===== config.mk =====
export PLATFORM = sky130hd
export DESIGN_NAME = iowd_watchdog
export DESIGN_NICKNAME = d
export VERILOG_FILES = /design/src/pkg/iowd_pkg.sv /design/src/logic/iowd_watchdog.sv
export SDC_FILE = /design/constraint.sdc
export NUM_CORES = 1
export LEC_CHECK = 0
export BUFFER_PORTS_ARGS = -buffer_cell sky130_fd_sc_hd__buf_2
export CAP_MARGIN = 10
export CORE_MARGIN = 2
export CORE_UTILIZATION = 55
export DETAILED_ROUTE_END_ITERATION = 10
export GPL_TIMING_DRIVEN = 0
export PLACE_DENSITY = 0.79
export SYNTH_ARGS = -nofsm -noshare
export SYNTH_HDL_FRONTEND = slang
export SYNTH_SLANG_ARGS = --single-unit

===== constraint.sdc =====
create_clock -name i_mclk -period 3.35 [get_ports i_mclk]
set_input_delay 0 -clock i_mclk [delete_from_list [all_inputs] [get_ports i_mclk]]
set_output_delay 0 -clock i_mclk [all_outputs]
set_load 0.03 [all_outputs]

===== src/pkg/iowd_pkg.sv =====
/*
  Package for the I/O port watchdog: port address, interval limits,
  timing constants and the bus request carrier.
  Assumes a single 200 MHz system clock.
*/
package iowd_pkg;
  localparam logic [15:0] IOWD_PORT_ADDR = 16'h0443;
  localparam logic [7:0] IOWD_MIN_COUNT = 8'h01;
  localparam logic [7:0] IOWD_MAX_COUNT = 8'h3e;
  localparam logic [7:0] IOWD_READ_IDLE = 8'h00;
  localparam int IOWD_CLK_HZ = 200000000;
  localparam int IOWD_TICK_SEC = 1;
  localparam int IOWD_TICK_CYCLES_INT = IOWD_CLK_HZ * IOWD_TICK_SEC;
  localparam int IOWD_TICK_W = 28;
  localparam logic [IOWD_TICK_W-1:0] IOWD_TICK_CYCLES = IOWD_TICK_CYCLES_INT[IOWD_TICK_W-1:0];
  localparam logic IOWD_ACT_RESET = 1'b0;
  localparam logic IOWD_ACT_IRQ = 1'b1;

  typedef struct packed {
    logic wr;
    logic rd;
    logic [15:0] addr;
    logic [7:0] data;
  } iowd_io_req_t;

  typedef enum logic [0:0] {
    IOWD_ST_IDLE = 1'b0,
    IOWD_ST_ARMED = 1'b1
  } iowd_state_t;
endpackage


===== src/logic/iowd_watchdog.sv =====
/*
  I/O port watchdog: one byte-wide port. A write arms or refreshes the
  countdown, a read disarms it, and expiry pulses a CPU reset or an interrupt.
  Also holds the one-second enable divider that paces the countdown and the
  filter for the action select strap.
  Assumes one-cycle read/write strobes already on the system clock and a
  synchronous, active-high system reset.
*/
`timescale 1ns/1ps
// Functional notes
// Port write loads interval and arms watchdog
// Only intervals 01 to 3E are accepted
// Timeout equals written count in seconds
// Rewrite while armed reloads and restarts countdown
// Port read disarms and stops countdown
// Expiry asserts CPU reset or interrupt
// Out-of-range writes ignored; disarmed after reset
module iowd_watchdog
  import iowd_pkg::*;
#(
  parameter logic [IOWD_TICK_W-1:0] TICK_CYCLES = IOWD_TICK_CYCLES
) (
  input wire logic i_mclk,
  input wire logic i_sys_rst,
  input wire iowd_io_req_t i_io_req,
  input wire logic i_action_sel,
  output logic [7:0] o_rd_data,
  output logic o_armed,
  output logic o_cpu_reset,
  output logic o_irq
);
  // Registered state and the next values that feed it
  iowd_state_t state_reg, state_next;
  logic [7:0] count_reg, count_next;
  logic [IOWD_TICK_W-1:0] tick_reg, tick_next;
  logic action_reg, action_next;
  logic cpu_reset_reg, cpu_reset_next;
  logic irq_reg, irq_next;
  logic [7:0] rd_data_reg, rd_data_next;
  logic [2:0] sel_sync_reg;
  logic sel_filt_reg, sel_filt_next;

  // Port decode
  wire hit = (i_io_req.addr == IOWD_PORT_ADDR);
  wire wr_hit = hit && i_io_req.wr;
  wire rd_hit = hit && i_io_req.rd;

  // Interval range check; a refused write leaves every register alone
  wire data_low_ok = (i_io_req.data >= IOWD_MIN_COUNT);
  wire data_high_ok = (i_io_req.data <= IOWD_MAX_COUNT);
  wire in_range = data_low_ok && data_high_ok;
  wire load = wr_hit && in_range;
  wire drop = rd_hit && !load;

  // Timing and expiry decode
  wire armed = (state_reg == IOWD_ST_ARMED);
  wire tick_last = (tick_reg == TICK_CYCLES - 1'b1);
  wire tick = armed && tick_last;
  wire last_second = (count_reg == 8'h01);
  wire expire = tick && last_second;

  // An accepted write or a read in the expiry cycle wins, so no action is taken then
  wire fire = expire && !rd_hit && !load;
  wire fire_reset = fire && (action_reg == IOWD_ACT_RESET);
  wire fire_irq = fire && (action_reg == IOWD_ACT_IRQ);

  // The strap may move at any time; a change counts once stages two and three agree
  wire sel_agree = (sel_sync_reg[1] == sel_sync_reg[2]);

  // One-second enable divider; restarted at every load so each interval is whole seconds
  always_comb begin
    tick_next = tick_reg;
    if (load || drop) begin
      tick_next = '0;
    end else if (!armed) begin
      tick_next = tick_reg;
    end else if (tick_last) begin
      tick_next = '0;
    end else begin
      tick_next = tick_reg + 1'b1;
    end
  end

  always_comb begin
    state_next = state_reg;
    case (state_reg)
      IOWD_ST_IDLE: begin
        if (load) begin
          state_next = IOWD_ST_ARMED;
        end
      end
      IOWD_ST_ARMED: begin
        if (drop) begin
          state_next = IOWD_ST_IDLE;
        end else if (load) begin
          state_next = IOWD_ST_ARMED;
        end else if (expire) begin
          // Single-shot: stays idle until software writes again
          state_next = IOWD_ST_IDLE;
        end
      end
      default: begin
        state_next = IOWD_ST_IDLE;
      end
    endcase
  end

  always_comb begin
    count_next = count_reg;
    if (load) begin
      count_next = i_io_req.data;
    end else if (drop || expire) begin
      count_next = count_reg;
    end else if (tick) begin
      count_next = count_reg - 8'h01;
    end
  end

  // Action select is captured only at a load so it cannot change mid-interval
  always_comb begin
    action_next = action_reg;
    if (load) begin
      action_next = sel_filt_reg;
    end
  end

  always_comb begin
    sel_filt_next = sel_filt_reg;
    if (sel_agree) begin
      sel_filt_next = sel_sync_reg[2];
    end
  end

  // Expiry outputs are one-cycle pulses; the system decides pulse stretching
  always_comb begin
    cpu_reset_next = fire_reset;
    irq_next = fire_irq;
  end

  // Reads always return the idle pattern; there is nothing else to report
  always_comb begin
    rd_data_next = rd_data_reg;
    if (rd_hit) begin
      rd_data_next = IOWD_READ_IDLE;
    end
  end

  always_ff @(posedge i_mclk) begin
    if (i_sys_rst) begin
      state_reg <= IOWD_ST_IDLE;
    end else begin
      state_reg <= state_next;
    end
  end

  always_ff @(posedge i_mclk) begin
    if (i_sys_rst) begin
      count_reg <= 8'h00;
    end else begin
      count_reg <= count_next;
    end
  end

  always_ff @(posedge i_mclk) begin
    if (i_sys_rst) begin
      tick_reg <= '0;
    end else begin
      tick_reg <= tick_next;
    end
  end

  always_ff @(posedge i_mclk) begin
    if (i_sys_rst) begin
      action_reg <= IOWD_ACT_RESET;
    end else begin
      action_reg <= action_next;
    end
  end

  // Three-stage capture of the strap; only stage two reads stage one
  always_ff @(posedge i_mclk) begin
    if (i_sys_rst) begin
      sel_sync_reg <= 3'h0;
    end else begin
      sel_sync_reg <= {sel_sync_reg[1:0], i_action_sel};
    end
  end

  always_ff @(posedge i_mclk) begin
    if (i_sys_rst) begin
      sel_filt_reg <= IOWD_ACT_RESET;
    end else begin
      sel_filt_reg <= sel_filt_next;
    end
  end

  always_ff @(posedge i_mclk) begin
    if (i_sys_rst) begin
      cpu_reset_reg <= 1'b0;
    end else begin
      cpu_reset_reg <= cpu_reset_next;
    end
  end

  always_ff @(posedge i_mclk) begin
    if (i_sys_rst) begin
      irq_reg <= 1'b0;
    end else begin
      irq_reg <= irq_next;
    end
  end

  always_ff @(posedge i_mclk) begin
    if (i_sys_rst) begin
      rd_data_reg <= 8'h00;
    end else begin
      rd_data_reg <= rd_data_next;
    end
  end

  // Every output comes straight from a register
  assign o_armed = armed;
  assign o_cpu_reset = cpu_reset_reg;
  assign o_irq = irq_reg;
  assign o_rd_data = rd_data_reg;
endmodule // iowd_watchdog


==> summary.md <==
| Metric | Value |
|---|---|
| Starting density of the core | 57.0% |
| Net Sw Frac | a little under a quarter |
| Mapped Area | 2260 sq um |
| Yosys top cell area share | between 30% and 40% |
| Reg clk slew, reported paths | 0.09 ns |
| Critical path's largest stage delay | 0.87 ns |
| CP max stage cell | a2111oi_0 |
| H-tree levels | 2 |
| CTS Sinks | between 40 and 50 |
| Most frequent cells in the layout | dfxtp_1, nor2_1, buf_2 |
| Power consumption | roughly 1000 uW |
| Post-cts gate resize count | 0 |
| XOR/XNOR share of the synthesized area | 10.1% |
| Drt via density | around 5.5 |
| WL/cell | about 13 um |
| Final Hold Viols | 0 |
| P_int | 775 uW |
| Pleak | 0.000957 uW |
| Post-synth top flop | dfxtp_1 |
| Commonest non-fill, non-tap cell in the layout | dfxtp_1 |
| Synth async-reset ratio | 0% |
| Number of synthesized flops with an enable pin | 0 |
| Gr ovfl total | 0 |
| Netlist cell types | 51 |
| Routability cong. | between 0.8 and 0.9 |
| Nets | between 300 and 400 |
| Measured slew at the worst slew-check pin | about 1.0 ns |
| Multiplexer area fraction after synthesis | 0.884% |
| Critical path capture point type | flip-flop |
| CP delay by family, top | compound AO/OA/AOI/OAI gates |
| Fin. max-slew vios | 0 |
| Startpoint Class | flip-flop |
| Compound-Gate Fraction of Synth Area | 9.06% |
| Die footprint | 4650 sq um |
| Status | finished, final reports clean |
| Syn. warnings | 0 |
| Syn-to-layout area delta | 17.8% |
| Final period util | 82.6% |
| Clk network pwr share | 41.7% |
| Detail Route Antenna Nets | 0 |
| Net Sw Power | 228 uW |
| CTS tree | built |
| Gate power share | 6.1% |
| Post-route DRC | 0 |
| Drt pass-1 iters | 4 |
| Longest Clk Path Bufs | 2 |
| Adder-Cell Fraction of Synth Area | 1.66% |
| Gr usage total | between 20% and 30% |
| Share of layout cells above drive strength 1 | 19.0% |
| Largest family of logic cells by synthesized area | simple AND/OR/NAND/NOR gates |
| First-pass GRT wire length | 7.52 mm |
| Synth Area in Simple Gates | approximately 34% |
| PwrDens | 376 nW/um^2 |
| Initial antenna violation count | 0 |
| DRT iter0 DRCs | 144 |
| Data arrival, critical path | 2.95 ns |
| Synthesized instance count | 266 |
| Endpoints failing setup | 0 |
| Unrepaired setup endpoints after global routing | false |
| Core Rows | 23 |
| Worst min-delay path category | in2reg |
| Rel. slew slack | between 30% and 40% |
| #FFs+latches synth | 44 |
| Routed WL | 4.66 mm |
| Die X-Extent | 68.2 um |
| Min cycle time layout | 2.77 ns |
| # diodes | 0 |
| Max reg flops | 28 |
| Crit path buf inv count | 0 |
| Critical Path RT | approximately 3.5 ns |
| Port Buffers | 30 |
| Critical path class | reg2reg |
| I/O Pins | 40 |
| Post-DP HPWL | 3.35 mm |
| Crit-path cells | ha_1 -> nand4_1 -> or4_4 -> a2111oi_0 -> nor4b_1 -> a311o_1 |
| Sequential area share after synthesis | 38.9% |
| Max Clk Rate | approximately 360 MHz |
| Routed vias | 2027 |
| Die height | 68.2 um |
| CTS Root Cell | clkbuf_8 |
| Max VDD drop | 0.000250 V |
| CP Max Fanout | 4 |
| Synth area leader | dfxtp_1 |
| Sequential share of power | 52.3% |
| Synth top area cells | dfxtp_1, xnor2_1, nor2_1, nor4_1, nand2_1 |
| Clock Latency Late Sink | 0.31 ns |
| Syn_area_per_cell | 8.51 sq um |
| Worst Skew | around 0.013 ns |
| Max_cap viols | 0 |
| Vias in the first global route | 1764 |
| Total CTS buffers | 5 |
| Core box area | 3970 sq um |
| Fin Setup TNS | 0 ns |
| Min Hold Slack | 0.0639 ns |
| Largest net degree at the start of global routing | 16 |
## synth_stat cells, drive strengths merged, types with 2 or more instances
cell type and count:
a2111oi 2, a21oi 7, a311o 3, a311oi 2
and3 4, and4 3, buf 9, clkbuf 9
dfxtp 44, ha 3, inv 8, mux2i 2
nand2 20, nand3 7, nand4 11, nand4b 2
nor2 39, nor2b 4, nor3 9, nor4 14
nor4b 5, o211ai 2, o21ai 5, o41ai 2
or3 4, or4 7, or4b 2, xnor2 18
xor2 8
## cell families (layout without fill, tap and decap cells)
group / Yosys count / after routing
AO/OA/AOI/OAI: 27 / 27
adder cells (fa/ha/maj): 3 / 3
AND/OR/NAND/NOR: 137 / 137
XOR/XNOR: 26 / 26
buffers and inverters: 26 / 69
flip-flops: 44 / 44
other: 1 / 8
multiplexers: 2 / 2
## repair_timing
action                    in CTS  in global routing
hold buffers                   5                  0
setup buffers                  0                  0
hold endpoints to repair       5                  0
## per-stage QoR
stage / area [sq um] / cells / util [%] / worst slack [ns]
2_1_floorplan: 2290 / 273 / - / 0.778
3_3_place_gp: 2500 / 353 / 63.0 / 0.711
3_5_place_dp: 2500 / 353 / 63.0 / 0.617
4_1_cts: 2670 / 366 / 67.2 / 0.595
5_1_grt: 2670 / 366 / 67.2 / 0.429
6_report: 2670 / 366 / 67.2 / 0.584
## power by group through the flow
stage	Clock (uW)	Combinational [uW]	Sequential, uW
detailed placement	0	55.6	537
CTS	426	60.2	524
global route	443	66.8	525
global placement	0	55.0	537
finish	418	60.8	524
floorplan	0	33.9	537
## routing by layer
layer	GRT usage [%]	vias up	share of wire (%)	routed length (um)
met5	0	-	0	0
met1	27.9	928	47	2190
li1	-	1044	-	-
met4	8.00	0	1.2	57
met2	34.2	51	45	2100
met3	5.26	4	6.6	305
## worst paths after layout
path,startpoint,slack (ns),cells past startpoint,end
worst max-delay path,tick_reg[0]$_SDFFE_PP0P_,0.58,6,count_reg[2]$_SDFFE_PP0P_
worst min-delay path,i_io_req[5],0.06,3,count_reg[5]$_SDFFE_PP0P_
worst max register to register,tick_reg[0]$_SDFFE_PP0P_,0.58,6,count_reg[2]$_SDFFE_PP0P_
worst min register to register,sel_sync_reg[0]$_SDFF_PP0_,0.45,1,sel_sync_reg[1]$_SDFF_PP0_
## worst reg2reg max path, cell delays in order, from the launching register on
cell	delay, ns
dfxtp_1	0.39
ha_1	0.23
nand4_1	0.17
or4_4	0.54
a2111oi_0	0.87
nor4b_1	0.10
a311o_1	0.35
## layout make-up
| class | count | area (sq um) |
|---|---|---|
| inverters | 8 | 30.0 |
| multi-input cells | 203 | 1280 |
| clock buffers | 5 | 68.8 |
| well taps | 50 | 62.6 |
| plain buffers | 18 | 100 |
| flip-flops and latches | 44 | 881 |
| repair buffers | 35 | 200 |
| fillers | 349 | 1300 |
| clock inverters | 3 | 46.3 |
No activity file was read; power rests on OpenSTA's default activity.
